**config.mk**
```make
export PLATFORM = sky130hd
export DESIGN_NAME = uarx_top
export DESIGN_NICKNAME = d
export VERILOG_FILES = /design/src/shared/uarx_pkg.sv /design/src/hw/uarx_deser.sv /design/src/hw/uarx_store.sv /design/src/hw/uarx_top.sv
export SDC_FILE = /design/constraint.sdc
export NUM_CORES = 1
export LEC_CHECK = 0
export ABC_AREA = 1
export BUFFER_PORTS_ARGS = -buffer_cell sky130_fd_sc_hd__buf_2
export CAP_MARGIN = 20
export CORE_MARGIN = 1.5
export CORE_UTILIZATION = 32
export CTS_CLUSTER_SIZE = 25
export DETAILED_ROUTE_END_ITERATION = 8
export HOLD_SLACK_MARGIN = 0.06
export SLEW_MARGIN = 20
export SYNTH_ARGS = -nofsm -noshare
export SYNTH_HDL_FRONTEND = slang
export SYNTH_SLANG_ARGS = --single-unit
```
**constraint.sdc**
```tcl
create_clock -name mclk -period 3.22 [get_ports mclk]
set_clock_uncertainty 0.1 [all_clocks]
set_input_delay 0.483 -clock mclk [delete_from_list [all_inputs] [get_ports mclk]]
set_output_delay 0.483 -clock mclk [all_outputs]
set_load 0.02 [all_outputs]
```
**src/shared/uarx_pkg.sv**
```systemverilog
// uarx_pkg: shared constants for the uart receive path with status fifo
package uarx_pkg;
  // register byte offsets
  localparam logic [11:0] UARX_OFF_DATA = 12'h0_050; // received data word
  localparam logic [11:0] UARX_OFF_CTRL = 12'h0_060; // receive control
  localparam logic [11:0] UARX_OFF_LCR = 12'h0_064; // line control high
  localparam logic [11:0] UARX_OFF_BAUD = 12'h0_068; // baud divisor
  localparam logic [11:0] UARX_OFF_STAT = 12'h0_070; // uart_status_flags
  localparam logic [11:0] UARX_OFF_IRQ_STAT = 12'h0_080; // sticky events
  localparam logic [11:0] UARX_OFF_IRQ_EN = 12'h0_084; // event enables
  localparam logic [11:0] UARX_OFF_IRQ_CLR = 12'h0_088; // write one to clear
  // status register fields
  localparam int UARX_ST_FRAMING_ERROR_FLAG = 16; // framing_error_flag
  localparam int UARX_ST_PARITY_ERROR_FLAG = 17; // parity_error_flag
  localparam int UARX_ST_BREAK_ERROR_FLAG = 18; // break_error_flag
  localparam int UARX_ST_OERR = 19; // overrun flag
  localparam int UARX_ST_RX_FIFO_EMPTY_FLAG = 24; // rx_fifo_empty_flag
  localparam int UARX_ST_TX_FIFO_FULL_FLAG = 25; // tx_fifo_full_flag
  localparam int UARX_ST_RX_FIFO_FULL_FLAG = 26; // rx_fifo_full_flag
  localparam int UARX_ST_TX_FIFO_EMPTY_FLAG = 27; // tx_fifo_empty_flag
  localparam int UARX_ST_CNT_LSB = 0; // receive fill count
  // control fields
  localparam int UARX_CTRL_EN = 0; // receiver enable
  localparam int UARX_LCR_PEN = 1; // parity enable
  localparam int UARX_LCR_EPS = 2; // even parity select
  localparam int UARX_LCR_FEN = 4; // fifo enable
  localparam int UARX_LCR_WLEN = 5; // word length, 2 bits
  localparam int UARX_LCR_SPS = 7; // stick parity
  // reset values
  localparam logic [31:0] UARX_CTRL_RST = 32'h0000_0000;
  localparam logic [31:0] UARX_LCR_RST = 32'h0000_0000;
  localparam logic [15:0] UARX_BAUD_RST = 16'h0000_0010; // 16 clocks per oversample tick
  // entry layout: status in bits 11:8, byte in 7:0
  localparam int UARX_ENT_W = 12;
  localparam int UARX_ENT_FRAMING_ERROR_FLAG = 8;
  localparam int UARX_ENT_PARITY_ERROR_FLAG = 9;
  localparam int UARX_ENT_BREAK_ERROR_FLAG = 10;
  localparam int UARX_ENT_OERR = 11;
  // interrupt event bits
  localparam int UARX_EV_RX = 0;
  localparam int UARX_EV_ERR = 1;
  localparam int UARX_EV_BRK = 2;
  localparam int UARX_EV_OVR = 3;
  localparam int UARX_EV_N = 4;
  // oversampling rate
  localparam logic [3:0] UARX_OVS_LAST = 4'h0_f;
  localparam logic [3:0] UARX_OVS_MID = 4'h0_7;
endpackage : uarx_pkg

```
**src/hw/uarx_deser.sv**
```systemverilog
// uarx_deser: bit-level receiver with break detection
`timescale 1ns/1ps
module uarx_deser
  import uarx_pkg::*;
(
  input wire logic mclk,
  input wire logic rst_b,
  input wire logic enable, // receiver on
  input wire logic rxd_s, // synchronised line
  input wire logic [15:0] baud_div, // clocks per oversample tick
  input wire logic [1:0] wlen, // 5..8 data bits
  input wire logic par_en,
  input wire logic par_even,
  input wire logic par_stick,
  output logic char_vld, // one-cycle pulse
  output logic [UARX_ENT_W-2:0] char_word // break_error_flag,parity_error_flag,framing_error_flag,data
);
  typedef enum logic [2:0] {UARX_IDLE, UARX_START, UARX_DATA, UARX_PAR, UARX_STOP,
                            UARX_BRKWAIT} uarx_st_t;
  uarx_st_t st_q;
  logic [15:0] div_q; // clock divider
  logic tick; // oversample tick
  logic [3:0] ovs_q; // ticks within a bit
  logic [2:0] bit_q; // data bit index
  logic [7:0] sh_q; // data shift
  logic par_q; // running xor
  logic parity_error_flag_q; // parity mismatch
  logic allz_q; // every sampled bit low so far
  logic [2:0] last_bit;
  logic samp; // mid-bit sample point
  logic exp_par; // parity the line should carry

  assign tick = (div_q == 16'h0_000);
  assign samp = tick && (ovs_q == UARX_OVS_MID);
  assign last_bit = {1'b1, wlen};
  // stick parity: even sel gives 0, odd gives 1
  assign exp_par = par_stick ? ~par_even : (par_even ? par_q : ~par_q);

  // oversample divider
  always_ff @(posedge mclk or negedge rst_b) begin
    if (!rst_b) begin
      div_q <= 16'h0_000;
    end else if (tick || st_q == UARX_IDLE) begin
      div_q <= baud_div - 16'h0_001;
    end else begin
      div_q <= div_q - 16'h0_001;
    end
  end

  // frame sequencer
  always_ff @(posedge mclk or negedge rst_b) begin
    if (!rst_b) begin
      st_q <= UARX_IDLE;
      ovs_q <= 4'h0_0;
      bit_q <= 3'h0;
      sh_q <= 8'h0_0;
      par_q <= 1'b0;
      parity_error_flag_q <= 1'b0;
      allz_q <= 1'b0;
      char_vld <= 1'b0;
      char_word <= '0;
    end else begin
      char_vld <= 1'b0;
      if (tick && st_q != UARX_IDLE) ovs_q <= ovs_q + 4'h0_1;
      case (st_q)
        UARX_IDLE: begin
          ovs_q <= 4'h0_0;
          if (enable && !rxd_s) st_q <= UARX_START; // new start bit
        end
        UARX_START: if (samp) begin
          ovs_q <= 4'h0_8;
          bit_q <= 3'h0;
          par_q <= 1'b0;
          allz_q <= 1'b1;
          sh_q <= 8'h0_0;
          st_q <= rxd_s ? UARX_IDLE : UARX_DATA; // false start rejected
        end
        UARX_DATA: if (samp) begin
          ovs_q <= 4'h0_8;
          sh_q[bit_q] <= rxd_s;
          par_q <= par_q ^ rxd_s;
          allz_q <= allz_q & ~rxd_s;
          bit_q <= bit_q + 3'h1;
          if (bit_q == last_bit) st_q <= par_en ? UARX_PAR : UARX_STOP;
        end
        UARX_PAR: if (samp) begin
          ovs_q <= 4'h0_8;
          parity_error_flag_q <= (rxd_s != exp_par);
          allz_q <= allz_q & ~rxd_s;
          st_q <= UARX_STOP;
        end
        UARX_STOP: if (samp) begin
          char_vld <= 1'b1;
          // low through start, data, parity and stop: a break
          if (allz_q && !rxd_s) begin
            char_word <= {1'b1, 1'b0, 1'b0, 8'h0_0};
            st_q <= UARX_BRKWAIT;
          end else begin
            char_word <= {1'b0, parity_error_flag_q & par_en, ~rxd_s, sh_q};
            st_q <= rxd_s ? UARX_IDLE : UARX_BRKWAIT;
          end
          parity_error_flag_q <= 1'b0;
        end
        UARX_BRKWAIT: begin
          // hold off until line returns to marking
          if (rxd_s) st_q <= UARX_IDLE;
        end
        default: st_q <= UARX_IDLE;
      endcase
    end
  end
endmodule : uarx_deser

```
**src/hw/uarx_store.sv**
```systemverilog
// uarx_store: receive fifo of status-tagged characters
`timescale 1ns/1ps
module uarx_store
  import uarx_pkg::*;
#(
  parameter int DEPTH = 16,
  parameter int AW = 4
)(
  input wire logic mclk,
  input wire logic rst_b,
  input wire logic fifo_on, // off: single holding register
  input wire logic push,
  input wire logic [UARX_ENT_W-1:0] push_word,
  input wire logic pop,
  output logic [UARX_ENT_W-1:0] top_word, // oldest entry
  output logic empty,
  output logic full,
  output logic [AW:0] count
);
  logic [UARX_ENT_W-1:0] mem_q [DEPTH]; // storage
  logic [AW-1:0] rd_q;
  logic [AW-1:0] wr_q;
  logic [AW:0] cnt_q;
  logic do_push;
  logic do_pop;

  assign empty = (cnt_q == '0);
  // holding mode: one entry makes it full
  assign full = fifo_on ? (cnt_q == (AW+1)'(DEPTH)) : (cnt_q != '0);
  assign do_push = push && !full;
  assign do_pop = pop && !empty;
  assign top_word = mem_q[rd_q];
  assign count = cnt_q;

  // entry write
  always_ff @(posedge mclk) begin
    if (do_push) mem_q[wr_q] <= push_word;
  end

  // pointers and fill level
  always_ff @(posedge mclk or negedge rst_b) begin
    if (!rst_b) begin
      rd_q <= '0;
      wr_q <= '0;
      cnt_q <= '0;
    end else begin
      // a refused char is dropped, a pop in that cycle still counts
      if (do_push) wr_q <= (wr_q == AW'(DEPTH-1)) ? '0 : wr_q + AW'(1);
      if (do_pop) rd_q <= (rd_q == AW'(DEPTH-1)) ? '0 : rd_q + AW'(1);
      cnt_q <= cnt_q + (AW+1)'(do_push) - (AW+1)'(do_pop);
    end
  end
endmodule : uarx_store

```
**src/hw/uarx_top.sv**
```systemverilog
// uarx_top: uart receive path, ahb-lite register slave
// Behaviour
// - fifo on: push byte plus four status bits
// - fifo off: single holding register, entry at the write pointer
// - data read returns up to four bytes
// - overrun set on full, cleared when stored
// - break: low longer than one character
// - break loads exactly one zero character
// - after break wait marking then start
// - parity error per line control bits two, seven
// - framing error when stop bit not one
// - errors travel with each character through the fifo
// - status flags merge the chars of the last data read
// - overrun shows in status immediately
// - status register at 0x070 with fifo flags
//
// Register access over AHB-Lite was chosen for this implementation.
`timescale 1ns/1ps
module uarx_top
  import uarx_pkg::*;
#(
  parameter int DEPTH = 16,
  parameter int AW = 4
)(
  input wire logic mclk,
  input wire logic rst_b,
  input wire logic hsel,
  input wire logic [31:0] haddr,
  input wire logic [1:0] htrans,
  input wire logic hwrite,
  input wire logic [2:0] hsize,
  input wire logic [31:0] hwdata,
  input wire logic hready,
  output logic [31:0] hrdata,
  output logic hreadyout,
  output logic hresp,
  input wire logic rxd, // serial receive pin
  output logic irq // level interrupt
);
  // pin synchroniser
  // the serial pin is asynchronous to mclk
  logic rxd_m_q; // first stage, read only by second
  logic rxd_s_q; // second stage

  // registers
  // ctrl, lcr and baud reset to the package values, the rest to zero
  logic [31:0] ctrl_q; // receive control
  logic [31:0] lcr_q; // line_control_high
  logic [15:0] baud_q; // clocks per oversample tick
  logic [3:0] last_err_q; // merged status of chars in last data read
  logic ovr_q; // live overrun flag
  logic [UARX_EV_N-1:0] ev_q; // sticky events
  logic [UARX_EV_N-1:0] ev_en_q; // event enables
  logic [UARX_EV_N-1:0] ev_set; // events raised this cycle
  logic [UARX_EV_N-1:0] ev_clr; // bits written one to clear

  // bus address phase capture
  logic ap_wr_q; // write waiting for its data phase
  logic [11:0] ap_addr_q;
  logic ap_take;

  // read sequencer for multi-byte data reads
  // idle waits for a data read, pop takes an entry a cycle
  // done answers the bus and latches the status errors
  typedef enum logic [1:0] {UARX_BUS_IDLE, UARX_BUS_POP, UARX_BUS_DONE} uarx_bus_t;
  uarx_bus_t bus_q;
  logic [31:0] acc_q; // gathered bytes
  logic [1:0] nb_q; // bytes gathered
  logic [3:0] acc_err_q; // or of gathered status

  // deserialiser and store
  // char_word: break, parity, framing, then the byte
  // top_word: oldest entry with its four status bits
  logic char_vld;
  logic [UARX_ENT_W-2:0] char_word;
  logic [UARX_ENT_W-1:0] top_word;
  logic st_empty;
  logic st_full;
  logic [AW:0] st_count;
  logic st_pop;
  logic [31:0] stat_word;

  // two flops before any logic sees the pin
  // reset to marking, so no false start follows reset
  // only the second stage reads the first
  // two clocks of delay per edge, well inside a bit
  always_ff @(posedge mclk or negedge rst_b) begin
    if (!rst_b) begin
      rxd_m_q <= 1'b1;
      rxd_s_q <= 1'b1;
    end else begin
      rxd_m_q <= rxd;
      rxd_s_q <= rxd_m_q;
    end
  end

  // bit receiver: start, data, parity, stop, break
  // baud divisor: clocks per tick, sixteen ticks a bit
  // a char leaves as a pulse mid stop bit
  uarx_deser u_deser (
    .mclk(mclk),
    .rst_b(rst_b),
    .enable(ctrl_q[UARX_CTRL_EN]),
    .rxd_s(rxd_s_q),
    .baud_div(baud_q),
    .wlen(lcr_q[UARX_LCR_WLEN+1:UARX_LCR_WLEN]),
    .par_en(lcr_q[UARX_LCR_PEN]),
    .par_even(lcr_q[UARX_LCR_EPS]),
    .par_stick(lcr_q[UARX_LCR_SPS]),
    .char_vld(char_vld),
    .char_word(char_word)
  );

  // receive storage; fifo bit off: one holding entry
  // each entry keeps the overrun flag from before it
  // a char that finds the store full is dropped
  uarx_store #(.DEPTH(DEPTH), .AW(AW)) u_store (
    .mclk(mclk),
    .rst_b(rst_b),
    .fifo_on(lcr_q[UARX_LCR_FEN]),
    .push(char_vld),
    .push_word({ovr_q, char_word}),
    .pop(st_pop),
    .top_word(top_word),
    .empty(st_empty),
    .full(st_full),
    .count(st_count)
  );

  // taken on nonseq or seq with hready high
  assign ap_take = hsel && hready && htrans[1];
  // one entry leaves a cycle while a read gathers
  assign st_pop = (bus_q == UARX_BUS_POP) && !st_empty;

  // status word: fifo flags, latched char errors, live overrun
  // fill count in the low bits, fifo flags near the top
  // transmit flags fixed, there is no transmit path
  always_comb begin
    stat_word = 32'h0000_0000;
    stat_word[UARX_ST_FRAMING_ERROR_FLAG] = last_err_q[0];
    stat_word[UARX_ST_PARITY_ERROR_FLAG] = last_err_q[1];
    stat_word[UARX_ST_BREAK_ERROR_FLAG] = last_err_q[2];
    stat_word[UARX_ST_OERR] = ovr_q;
    stat_word[UARX_ST_RX_FIFO_EMPTY_FLAG] = st_empty;
    stat_word[UARX_ST_RX_FIFO_FULL_FLAG] = st_full;
    stat_word[UARX_ST_TX_FIFO_EMPTY_FLAG] = 1'b1; // no transmit path here
    stat_word[UARX_ST_TX_FIFO_FULL_FLAG] = 1'b0;
    stat_word[UARX_ST_CNT_LSB +: AW+1] = st_count;
  end

  // overrun: set on full arrival, cleared once a char is stored
  // the refused char is lost, only the flag tells
  // a data read alone leaves it set
  // holding mode: an unread char alone means full
  always_ff @(posedge mclk or negedge rst_b) begin
    if (!rst_b) begin
      ovr_q <= 1'b0;
    end else if (char_vld) begin
      ovr_q <= st_full;
    end
  end

  // address phase capture
  // writes land one edge later, with hwdata standing
  // frozen while hreadyout is low, nothing is taken then
  always_ff @(posedge mclk or negedge rst_b) begin
    if (!rst_b) begin
      ap_wr_q <= 1'b0;
      ap_addr_q <= 12'h0_000;
    end else if (hreadyout) begin
      ap_wr_q <= ap_take && hwrite;
      ap_addr_q <= haddr[11:0];
    end
  end

  // data-register read: pop up to four entries, one per cycle
  // the bus waits here until the bytes are in
  // oldest byte in the low lane; empty ends it early
  // errors of all popped chars are merged for status
  always_ff @(posedge mclk or negedge rst_b) begin
    if (!rst_b) begin
      bus_q <= UARX_BUS_IDLE;
      acc_q <= 32'h0000_0000;
      nb_q <= 2'h0;
      acc_err_q <= 4'h0;
      last_err_q <= 4'h0;
    end else begin
      case (bus_q)
        UARX_BUS_IDLE: begin
          // a data read address phase starts a gather
          if (ap_take && !hwrite && haddr[11:0] == UARX_OFF_DATA) begin
            bus_q <= UARX_BUS_POP;
            acc_q <= 32'h0000_0000;
            nb_q <= 2'h0;
            acc_err_q <= 4'h0;
          end
        end
        UARX_BUS_POP: begin
          if (st_empty) begin
            // nothing left: answer with what is gathered
            bus_q <= UARX_BUS_DONE;
          end else begin
            // oldest entry into the next byte lane
            acc_q[{nb_q, 3'b000} +: 8] <= top_word[7:0];
            acc_err_q <= acc_err_q | top_word[11:8];
            nb_q <= nb_q + 2'h1;
            if (nb_q == 2'h3) bus_q <= UARX_BUS_DONE;
          end
        end
        UARX_BUS_DONE: begin
          // status now describes the chars just read
          last_err_q <= acc_err_q;
          bus_q <= UARX_BUS_IDLE;
        end
        default: bus_q <= UARX_BUS_IDLE;
      endcase
    end
  end

  // register writes
  // address from the capture, data from the data phase
  // a zero divisor would stall the receiver: one instead
  always_ff @(posedge mclk or negedge rst_b) begin
    if (!rst_b) begin
      ctrl_q <= UARX_CTRL_RST;
      lcr_q <= UARX_LCR_RST;
      baud_q <= UARX_BAUD_RST;
      ev_en_q <= '0;
    end else if (ap_wr_q) begin
      case (ap_addr_q)
        UARX_OFF_CTRL: ctrl_q <= hwdata;
        // line control takes effect at once, even mid char
        UARX_OFF_LCR: lcr_q <= hwdata;
        UARX_OFF_BAUD: baud_q <= (hwdata[15:0] == 16'h0_000) ? 16'h0_001 : hwdata[15:0];
        UARX_OFF_IRQ_EN: ev_en_q <= hwdata[UARX_EV_N-1:0];
        default: ;
      endcase
    end
  end

  // event strobes and the write-one-to-clear mask
  // event and clear in one cycle: the event wins
  always_comb begin
    ev_set = '0;
    ev_set[UARX_EV_RX] = char_vld;
    ev_set[UARX_EV_ERR] = char_vld && (char_word[9:8] != 2'b00); // parity or framing
    ev_set[UARX_EV_BRK] = char_vld && char_word[10];
    ev_set[UARX_EV_OVR] = char_vld && st_full;
    ev_clr = '0;
    if (ap_wr_q && ap_addr_q == UARX_OFF_IRQ_CLR) begin
      ev_clr = hwdata[UARX_EV_N-1:0]; // ones clear
    end
  end

  // sticky events; set wins over clear
  always_ff @(posedge mclk or negedge rst_b) begin
    if (!rst_b) begin
      ev_q <= '0;
    end else begin
      ev_q <= (ev_q & ~ev_clr) | ev_set;
    end
  end

  // irq level from flop
  // one cycle behind status and enables
  // stays high until the event is cleared or masked
  always_ff @(posedge mclk or negedge rst_b) begin
    if (!rst_b) begin
      irq <= 1'b0;
    end else begin
      irq <= |(ev_q & ev_en_q);
    end
  end

  // read data, ready and response
  // register reads: no wait, hrdata set at address edge
  // a data read holds hreadyout low until gathered
  // hresp stays okay; unmapped writes are dropped
  always_ff @(posedge mclk or negedge rst_b) begin
    if (!rst_b) begin
      hrdata <= 32'h0000_0000;
      hreadyout <= 1'b1;
      hresp <= 1'b0;
    end else begin
      hresp <= 1'b0;
      if (ap_take && !hwrite && haddr[11:0] == UARX_OFF_DATA && bus_q == UARX_BUS_IDLE) begin
        hreadyout <= 1'b0; // wait while bytes are gathered
      end else if (bus_q == UARX_BUS_DONE) begin
        // gather done: release the bus with the word
        hreadyout <= 1'b1;
        hrdata <= acc_q;
      end else if (ap_take && !hwrite) begin
        // plain register read, answered at once
        hreadyout <= 1'b1;
        case (haddr[11:0])
          UARX_OFF_STAT: hrdata <= stat_word;
          UARX_OFF_CTRL: hrdata <= ctrl_q;
          UARX_OFF_LCR: hrdata <= lcr_q;
          UARX_OFF_BAUD: hrdata <= {16'h0_000, baud_q};
          UARX_OFF_IRQ_STAT: hrdata <= {{(32-UARX_EV_N){1'b0}}, ev_q};
          UARX_OFF_IRQ_EN: hrdata <= {{(32-UARX_EV_N){1'b0}}, ev_en_q};
          // unmapped offsets read zero
          default: hrdata <= 32'h0000_0000;
        endcase
      end
    end
  end
endmodule : uarx_top

```
==> results of run 1 <==
worst max-delay path by stage:
stage                                 from          endpoint  slack, ns  cells after the start
after floorplan           u_store.count[3]  u_store.count[4]       0.61                     13
after detailed placement  u_store.count[2]  u_store.count[4]       0.57                     12
after global routing      u_store.count[2]  u_store.count[4]       0.31                     12
final                     u_store.count[2]  u_store.count[4]       0.56                     12
after global placement    u_store.count[2]  u_store.count[4]       0.62                     12
after CTS                 u_store.count[2]  u_store.count[4]       0.53                     12
cell families after synthesis:
group           after synthesis
xor+xnor                     17
buf+inv                     258
mux                           7
compound gates              413
simple gates                797
fa+ha+maj                    19
flops                       418
other cells                   1
sequential cells by signal, summed over array words and instances, names as in the netlist, 2 cells and up:
register           flops
ap_addr_q             12
bus_q                  2
ev_q                   4
ctrl_q                32
u_store.rd_q           4
u_deser.sh_q           8
lcr_q                 32
u_deser.char_word     11
ev_en_q                4
nb_q                   2
u_deser.div_q         16
u_store.mem_q        176
u_store.wr_q           4
u_deser.st_q           3
u_store.count          5
hrdata                32
acc_q                 32
u_deser.bit_q          3
last_err_q             3
u_deser.ovs_q          4
acc_err_q              3
baud_q                16
through the flow:
| stage | std cells | worst slack, ns |
|---|---|---|
| floorplan | 1930 | 0.613 |
| global placement | 2742 | 0.615 |
| detailed placement | 2742 | 0.570 |
| CTS | 2837 | 0.534 |
| global route | 2838 | 0.309 |
| finish | 2838 | 0.563 |
power groups by stage:
stage	Clock [mW]	Sequential, mW	Combinational, mW
6_report	5.06	5.67	0.569
3_3_place_gp	0	5.77	0.546
3_5_place_dp	0	5.77	0.561
5_1_grt	5.39	5.68	0.639
4_1_cts	5.17	5.67	0.576
2_1_floorplan	0	5.76	0.352
Yosys cell counts (all sizes together):
cell type,number,area share
nand4,41,0.015
clkinv,1,0.00020
clkbuf,42,0.0085
nand3,89,0.026
edfxtp,176,0.28
inv,170,0.034
o31ai,1,0.00040
and3,1,0.00033
dfrtp,238,0.32
o221ai,12,0.0056
o211ai,19,0.0076
nor4,6,0.0023
a21oi,71,0.019
a311oi,1,0.00047
nor3,24,0.0082
conb,1,0.00020
o22ai,6,0.0020
or2,1,0.00033
o21bai,9,0.0036
dfstp,4,0.0056
ha,18,0.012
o21ai,284,0.076
xor2,12,0.0056
xnor2,5,0.0023
mux2,2,0.0012
fa,1,0.0011
o2111ai,2,0.00094
nor2,165,0.038
nand2,459,0.096
a22o,8,0.0037
mux2i,5,0.0027
buf,45,0.015
nand3b,11,0.0044
final cells by class:
cell class                      count  share of cell area
Tap cell                          765              0.0442
Multi-Input combinational cell   1254               0.290
Timing Repair Buffer              147              0.0455
Clock inverter                     17             0.00878
Sequential cell                   418               0.524
Clock buffer                       65              0.0574
Antenna cell                        1            0.000116
Inverter                          171              0.0296
worst min-delay path, cell delays in order:
cell	delay (ns)
buf_2	0.12
inv_1	0.06
o21ai_1	0.06
routing by layer:
metal / up-vias / wire length, um / part of all wire / GRT usage
li1: 6727 / - / - / -
met1: 6837 / 22800 / 0.46 / 0.230
met2: 388 / 21800 / 0.45 / 0.250
met3: 93 / 2600 / 0.053 / 0.0250
met4: 0 / 1830 / 0.037 / 0.0641
met5: - / 0 / 0 / 0
==> impl_metrics.csv, run 1 <==
group,metric,value,unit
setup_path,cp_cell_sequence,"inv_1 > ha_1 > nand4_1 > nand2_1 > inv_1 > ha_1 > inv_1 > ha_1 > inv_1 > fa_1 > o21ai_0 > xor2_1",
pwr,leakagePower,8.95,nW
pwr,power_frac_seq,0.502,
grt,grt_pass1_wl,76.0,mm
sta,hold_ws,0.0847,ns
pwr,finalPower,11.3,mW
pwr,sw_frac_of_total,0.231,
sta,fmax,376,MHz
floorplanning,rows,88,
sta,tns,0,ns
pwr,power.switching,2.61,mW
clock_network,clk_latency,0.59,ns
setup_path,worstPathArrival,3.06,ns
final_layout,drive_above_1_share,0.130,
floorplanning,die_width,245,um
place,portBuffers,84,
setup_path,worst-path-buf-inv,4,
yosys,syn_nets,2024,
setup_path,path_delay_family,"adder cells",
pwr,powerDensity,522,nW/um2
setup_path,max_stage_delay,0.39,ns
setup_path,start_kind,"register",
sta,setup_viol,0,
sta,worst-slew-pin-transition,0.769,ns
clock_network,clkSinkCount,418,
setup_path,r2r_slack,0.56,ns
worst_hold_path,min_path_cells,3,
clock_network,clkTransAtPathRegs,0.06,ns
route,wl_per_cell,17.3,um
final_layout,layout_common_cells,"nand2_1, o21ai_0, dfrtp_1",
yosys,synth_xor_area_frac,0.00797,
yosys,yosys_warnings,0,
status,status,"finished clean",
grt,grt_max_degree,66,
final_layout,design_area,21600,um2
setup_path,crit_path_top_delay_cell,"fa_1",
clock_network,cts_tree,"yes",
setup_path,timing.rr.start,"u_store.count[2]",
grt,grt_pass1_vias,13300,
yosys,yosys.area_share.simple,0.190,
route,drt_iter0_markers,1175,
final_layout,final_core_util,0.375,
yosys,synthCells,1930,
final_layout,fillers,5790,
pwr,ir_drop,0.322,mV
floorplanning,die_area,59900,um2
route,drcViolationCount,0,
sta,final.min_clock_period,2.66,ns
pwr,combPwrFrac,0.050,
sta,hold_violations,0,
yosys,ys_types,49,
sta,grt_setup_unrepaired,"no",
yosys,syn_avg_cell_area,9.68,um2
setup_path,critPathMostFrequentCell,"inv_1",
yosys,synthMuxAreaShare,0.00388,
final_layout,areaGrowthSynthToFinish,15.8,%
setup_path,required,3.62,ns
floorplanning,dieHeight,245,um
setup_path,reg2regPathDepth,12,
clock_network,cts_buffers,45,
yosys,ys_seq_elements,418,
grt,grt_antenna_before_repair,1,
sta,slew_violations,0,
final_layout,seq_area,11300,um2
clock_network,clockRootBuffer,"clkbuf_16",
flow_run,maxCapViolations,0,
grt,track_usage,0.163,
setup_path,crit_fanout,4,
clock_network,ctsHoldBuffers,13,
clock_network,cts_buffer_depth,3,
pwr,clkPwrFrac,0.448,
pwr,intPower,8.69,mW
place,placed_area,20100,um2
yosys,synth_fa_ha_area_frac,0.0131,
route,routed_wl,49.0,mm
yosys,synth-compound-area-share,0.120,
worst_hold_path,min_path_type,"in2reg",
clock_network,cts_setup_buffers,0,
place,dp.final_hpwl,33.4,mm
sta,fin_crit_sh,0.825,
floorplanning,start_util,0.324,
route,drt_pass1_iterations,5,
worst_hold_path,min_to,"lcr_q[18]",
setup_path,worstReg2RegEnd,"u_store.count[4]",
clock_network,ctsHtreeMaxLevel,2,
yosys,synth_top_family_by_area,"simple AND/OR/NAND/NOR gates",
setup_path,end_kind,"register",
floorplanning,coreArea,57700,um2
sta,max_slew_margin,0.484,
route,vias,14000,
yosys,ys_seq_area_frac,0.607,
route,ant_nets,0,
grt,grt_overflow,0,
yosys,syn-cell-area,18700,um2
final_layout,multi_input_area,6280,um2
floorplanning,io_pins,110,
clock_network,ctsResizeCount,0,
route,vias_per_cell,4.95,
setup_path,crit_type,"reg2reg",
place,place_congestion,0.885,
final_layout,fin_nets,2131,
worst_hold_path,min_from,"hwdata[18]",
final_layout,final_common_cell,"nand2_1",
No activity file was read; power rests on OpenSTA's default activity.
==> run 2, diff against run 1 <==
--- a/config.mk
+++ b/config.mk
@@ -5,7 +5,7 @@
 export SDC_FILE = /design/constraint.sdc
 export NUM_CORES = 1
 export LEC_CHECK = 0
-export ABC_AREA = 1
+export ABC_AREA = 0
 export BUFFER_PORTS_ARGS = -buffer_cell sky130_fd_sc_hd__buf_2
 export CAP_MARGIN = 20
 export CORE_MARGIN = 1.5
==> constraint.sdc (replaced) <==
create_clock -name mclk -period 2.4 [get_ports mclk]
set_clock_uncertainty 0.1 [all_clocks]
set_input_delay 0.36 -clock mclk [delete_from_list [all_inputs] [get_ports mclk]]
set_output_delay 0.36 -clock mclk [all_outputs]
set_load 0.02 [all_outputs]
==> impl_metrics.csv, run 2 <==
group,metric,value,unit
place,dp.final_hpwl,30.6,mm
yosys,synthTopCellsByCount,"dfrtp_1, edfxtp_1, mux2_2, nand2_1, nor2_1",
route,wl_per_cell,18.6,um
setup_path,start_kind,"register",
clock_network,cts_tree,"yes",
yosys,synth_area_leaders,"dfrtp_1, edfxtp_1, mux2_2",
yosys,yosys_warnings,0,
status,violations,"setup timing",
floorplanning,start_util,0.324,
setup_path,timing.rr.start,"u_store.count[3]",
yosys,yosys.area.top_type,"dfrtp_1",
setup_path,required,2.76,ns
setup_path,crit_fanout,2,
clock_network,clkSinkCount,418,
sta,final.min_clock_period,2.63,ns
status,status,"finished, violations left",
final_layout,drive_above_1_share,0.318,
floorplanning,die_area,58400,um2
clock_network,clk_latency,0.57,ns
final_layout,fillers,5185,
place,portBuffers,84,
grt,track_usage,0.154,
yosys,syn_nets,1453,
sta,layout_setup_ws,-0.226,ns
final_layout,final_core_util,0.411,
clock_network,clockRootBuffer,"clkbuf_16",
yosys,ys_types,67,
final_layout,areaGrowthSynthToFinish,26.9,%
grt,grt_pass1_wl,71.0,mm
yosys,ys_seq_elements,418,
route,vias,11900,
final_layout,fin_nets,1688,
worst_hold_path,min_from,"haddr[11]",
pwr,leakagePower,8.58,nW
setup_path,worstPathArrival,2.98,ns
route,ant_nets,0,
sta,grt_setup_unrepaired,"yes",
clock_network,ctsHtreeMaxLevel,2,
final_layout,layout_common_cells,"dfrtp_1, edfxtp_1, mux2_2",
clock_network,cts_buffers,45,
floorplanning,coreArea,56300,um2
yosys,synthCells,1359,
sta,slew_violations,0,
yosys,syn_avg_cell_area,13.4,um2
setup_path,crit_type,"reg2reg",
sta,setup_viol,182,
setup_path,worstReg2RegEnd,"u_store.count[2]",
route,drcViolationCount,0,
yosys,syn-cell-area,18200,um2
yosys,synth_edf_count,176,
grt,grt_antenna_before_repair,1,
grt,grt_overflow,0,
floorplanning,rows,87,
yosys,yosys.cell_count.top_type,"dfrtp_1",
route,drt_iter0_markers,740,
pwr,finalPower,16.6,mW
setup_path,end_kind,"register",
sta,fin_crit_sh,1.09,
floorplanning,dieHeight,242,um
pwr,ir_drop,0.803,mV
final_layout,final_common_cell,"dfrtp_1",
route,vias_per_cell,4.98,
final_layout,diodes,0,
yosys,yosysTopAreaCellShare,0.327,
worst_hold_path,min_to,"ap_addr_q[11]",
grt,grt_max_degree,65,
final_layout,regMostFlops,"u_store.mem_q",
setup_path,reg2regPathDepth,14,
clock_network,cts_buffer_depth,3,
yosys,ys_seq_area_frac,0.623,
worst_hold_path,min_path_type,"in2reg",
worst_hold_path,min_path_cells,2,
clock_network,clkTransAtPathRegs,0.06,ns
sta,max_slew_margin,0.482,
sta,hold_violations,0,
place,place_congestion,0.812,
grt,grt_pass1_vias,12300,
sta,worst-slew-pin-transition,0.776,ns
sta,fmax,381,MHz
flow_run,maxCapViolations,0,
yosys,synth_top_flop_cell,"dfrtp_1",
floorplanning,die_width,242,um
final_layout,largest_reg_flops,176,
setup_path,r2r_slack,-0.23,ns
floorplanning,io_pins,110,
pwr,powerDensity,716,nW/um2
route,routed_wl,44.4,mm
route,drt_pass1_iterations,5,
yosys,async_flop_share,0.579,
-- run 2: stage by stage --
| step | setup slack (ns) | cell area, um2 | setup TNS [ns] | hold WS (ns) | instances |
|---|---|---|---|---|---|
| CTS | -0.206 | 22900 | -11.93 | 0.113 | 2377 |
| detailed placement | -0.376 | 20800 | -54.72 | 0.257 | 2242 |
| global route | -0.344 | 23100 | -30.08 | 0.126 | 2382 |
| finish | -0.226 | 23100 | -15.34 | 0.112 | 2382 |
| global placement | -0.325 | 20800 | -38.84 | 0.245 | 2242 |
| floorplan | -0.474 | 18500 | -5.46 | -0.0356 | 1359 |
-- run 2: worst max path at each step --
stage / slack, ns / from / depth (start not counted) / endpoint
final: -0.23 / u_store.count[3] / 14 / u_store.count[2]
after global placement: -0.32 / u_store.count[2] / 16 / u_store.count[4]
after CTS: -0.21 / u_store.count[3] / 16 / u_store.count[4]
after detailed placement: -0.38 / u_store.count[3] / 10 / u_store.mem_q[3][1]
after floorplan: -0.47 / u_deser.div_q[5] / 12 / u_deser.div_q[14]
after global routing: -0.34 / u_store.count[3] / 16 / u_store.count[4]
-- run 2: power by group --
part           internal [mW]  switching, mW
clock                   3.99           2.77
sequential              7.70          0.227
combinational          0.854           1.02
total                   12.5           4.02
-- run 2: kinds of logic after synthesis --
| group | synth area share |
|---|---|
| compound gates | 0.0980 |
| other cells | 0.000206 |
| buf+inv | 0.0243 |
| fa+ha+maj | 0.0135 |
| xor+xnor | 0.0178 |
| mux | 0.142 |
| flops | 0.623 |
| simple gates | 0.0817 |
-- run 2: area by class of cell --
class,count,area [um2],share of cell area
inverters,26,100,0.00433
repair buffers,263,2400,0.104
well taps,756,946,0.0409
multi-input cells,840,6900,0.298
clock buffers,65,1270,0.0550
clock inverters,14,155,0.00671
flip-flops and latches,418,11300,0.491
-- run 2: what timing repair did --
item                                   in CTS  in global routing
buffers inserted                            8                 13
setup endpoints to repair                 193                326
cloned                                      2                  0
endpoints found under the hold margin     162                  0
hold buffers                               46                  0
resized for setup                          32                 44
pin swaps                                  13                 24
-- run 2: worst max-delay path, cell delays in order (launching register included) --
cell     delay, ns
dfrtp_1       0.40
inv_2         0.09
ha_4          0.12
or3b_4        0.39
nor2_4        0.12
or2_4         0.15
inv_4         0.04
ha_4          0.20
inv_2         0.06
ha_4          0.12
inv_2         0.03
fa_2          0.34
buf_4         0.14
buf_4         0.12
xnor2_1       0.11
-- run 2: routing by layer --
layer  up-vias  share of wire  GRT usage
li1       5543              -          -
met1      6028           0.46      0.213
met2       227           0.47      0.247
met3        73          0.039     0.0246
met4         0          0.029     0.0540
met5         -              0          0
==> run 3, diff against run 2 <==
--- a/config.mk
+++ b/config.mk
@@ -6,7 +6,7 @@
 export NUM_CORES = 1
 export LEC_CHECK = 0
 export ABC_AREA = 0
-export BUFFER_PORTS_ARGS = -buffer_cell sky130_fd_sc_hd__buf_2
+export BUFFER_PORTS_ARGS = -buffer_cell sky130_fd_sc_hd__clkbuf_2
 export CAP_MARGIN = 20
 export CORE_MARGIN = 1.5
 export CORE_UTILIZATION = 32
==> impl_metrics.csv, run 3 (same netlist as run 2, synthesis figures left out) <==
group,metric,value,unit
status,violations,"setup timing",
clock_network,clkSinkCount,418,
final_layout,fillers,5155,
floorplanning,io_pins,110,
grt,use_met3,0.0262,
setup_path,crit_type,"reg2reg",
grt,grt_busiest_layer,"met2",
setup_path,crit_fanout,3,
floorplanning,dieHeight,242,um
sta,max_slew_margin,0.496,
route,ant_nets,0,
grt,track_usage,0.157,
setup_path,reg2regPathDepth,16,
clock_network,clk_latency,0.58,ns
final_layout,largest_reg_flops,176,
worst_hold_path,min_path_type,"in2reg",
pwr,sw_frac_of_total,0.246,
sta,setup_viol,185,
route,drcViolationCount,0,
floorplanning,die_width,242,um
final_layout,layout_common_cells,"dfrtp_1, edfxtp_1, mux2_2",
route,vias_per_cell,4.94,
place,dp.final_hpwl,30.5,mm
clock_network,ctsHtreeMaxLevel,2,
sta,fin_crit_sh,1.11,
setup_path,start_kind,"register",
worst_hold_path,min_path_cells,2,
clock_network,clkTransAtPathRegs,0.06,ns
sta,tns,-21.35,ns
floorplanning,die_area,58400,um2
place,portBuffers,84,
final_layout,diodes,0,
setup_path,required,2.76,ns
grt,grt_pass1_wl,71.5,mm
sta,hold_violations,0,
floorplanning,start_util,0.324,
place,dp_cells,2234,
floorplanning,rows,87,
sta,worst-slew-pin-transition,0.755,ns
pwr,intPower,12.6,mW
final_layout,fin_nets,1696,
grt,grt_overflow,0,
final_layout,regMostFlops,"u_store.mem_q",
pwr,clkPwrFrac,0.410,
sta,layout_setup_ws,-0.271,ns
setup_path,worstPathArrival,3.03,ns
grt,grt_antenna_before_repair,1,
sta,grt_setup_unrepaired,"yes",
pwr,leakagePower,8.62,nW
sta,slew_violations,0,
pwr,combPwrFrac,0.116,
final_layout,final_cells,2393,
route,routed_wl,45.7,mm
status,status,"finished, violations left",
final_layout,design_area,23200,um2
setup_path,end_kind,"register",
clock_network,clockRootBuffer,"clkbuf_16",
grt,grt.met1_usage,0.214,
pwr,finalPower,16.7,mW
pwr,power.switching,4.11,mW
sta,hold_ws,0.115,ns
final_layout,areaGrowthSynthToFinish,27.6,%
grt,grt_pass1_vias,12200,
place,placed_area,20600,um2
clock_network,cts_tree,"yes",
place,place_congestion,0.817,
grt,met2_usage,0.257,
flow_run,maxCapViolations,0,
pwr,ir_drop,0.771,mV
route,drt_pass1_iterations,5,
clock_network,cts_buffers,45,
route,wl_per_cell,19.1,um
pwr,powerDensity,718,nW/um2
final_layout,drive_above_1_share,0.323,
route,vias,11800,
clock_network,cts_buffer_depth,3,
sta,fmax,374,MHz
floorplanning,coreArea,56300,um2
sta,final.min_clock_period,2.67,ns
grt,grt_max_degree,60,
route,drt_iter0_markers,775,
pwr,power_frac_seq,0.474,
final_layout,final_common_cell,"dfrtp_1",
## run 3: cell type report
type / instances / area (um2) / area share
clock inverters: 21 / 174 / 0.00748
repair buffers: 271 / 2570 / 0.110
multi-input cells: 840 / 6820 / 0.293
flip-flops and latches: 418 / 11300 / 0.488
inverters: 26 / 103 / 0.00441
well taps: 756 / 946 / 0.0407
clock buffers: 61 / 1290 / 0.0554
## run 3: repair_timing
action,CTS,global route
setup buffers,15,12
gates resized for setup,36,42
cloned,7,2
endpoints found under the setup margin,193,313
pin swaps,16,27
hold buffers,46,0
endpoints found under the hold margin,212,0
## run 3: worst max-delay path, cell delays in order, from the launching register on
cell     delay [ns]
dfrtp_1        0.40
inv_2          0.09
ha_4           0.12
or3b_4         0.39
nor2_4         0.14
or2_4          0.14
inv_4          0.03
ha_4           0.21
inv_4          0.05
ha_4           0.13
inv_2          0.03
fa_2           0.36
inv_2          0.06
a21oi_2        0.04
nor2_1         0.10
nor2_1         0.06
xnor2_1        0.11
## run 3: power groups by stage
stage          combinational, mW  sequential (mW)  clock (mW)
4_1_cts                     1.81             7.92        6.97
2_1_floorplan               1.05             8.07           0
5_1_grt                     2.14             7.95        7.27
6_report                    1.94             7.92        6.84
3_5_place_dp                1.73             8.05           0
3_3_place_gp                1.70             8.04           0
## run 3: per-stage QoR
| step | util | worst slack (ns) |
|---|---|---|
| finish | 0.413 | -0.271 |
| global route | 0.413 | -0.426 |
| floorplan | - | -0.474 |
| CTS | 0.409 | -0.200 |
| detailed placement | 0.367 | -0.316 |
| global placement | 0.367 | -0.319 |
## run 3: metal layers
| layer | vias up | share of wire |
|---|---|---|
| met4 | 0 | 0.023 |
| met5 | - | 0 |
| met3 | 57 | 0.038 |
| li1 | 5549 | - |
| met2 | 218 | 0.48 |
| met1 | 5998 | 0.45 |
## run 3: worst paths after layout
kind                                  start                to  slack, ns
max                        u_store.count[2]  u_store.count[4]      -0.27
min                                haddr[8]      ap_addr_q[8]       0.12
max reg2reg                u_store.count[2]  u_store.count[4]      -0.27
min reg2reg                         rxd_m_q           rxd_s_q       0.26
max in group asynchronous             rst_b         acc_q[29]       1.22
min in group asynchronous             rst_b        ctrl_q[25]       0.23
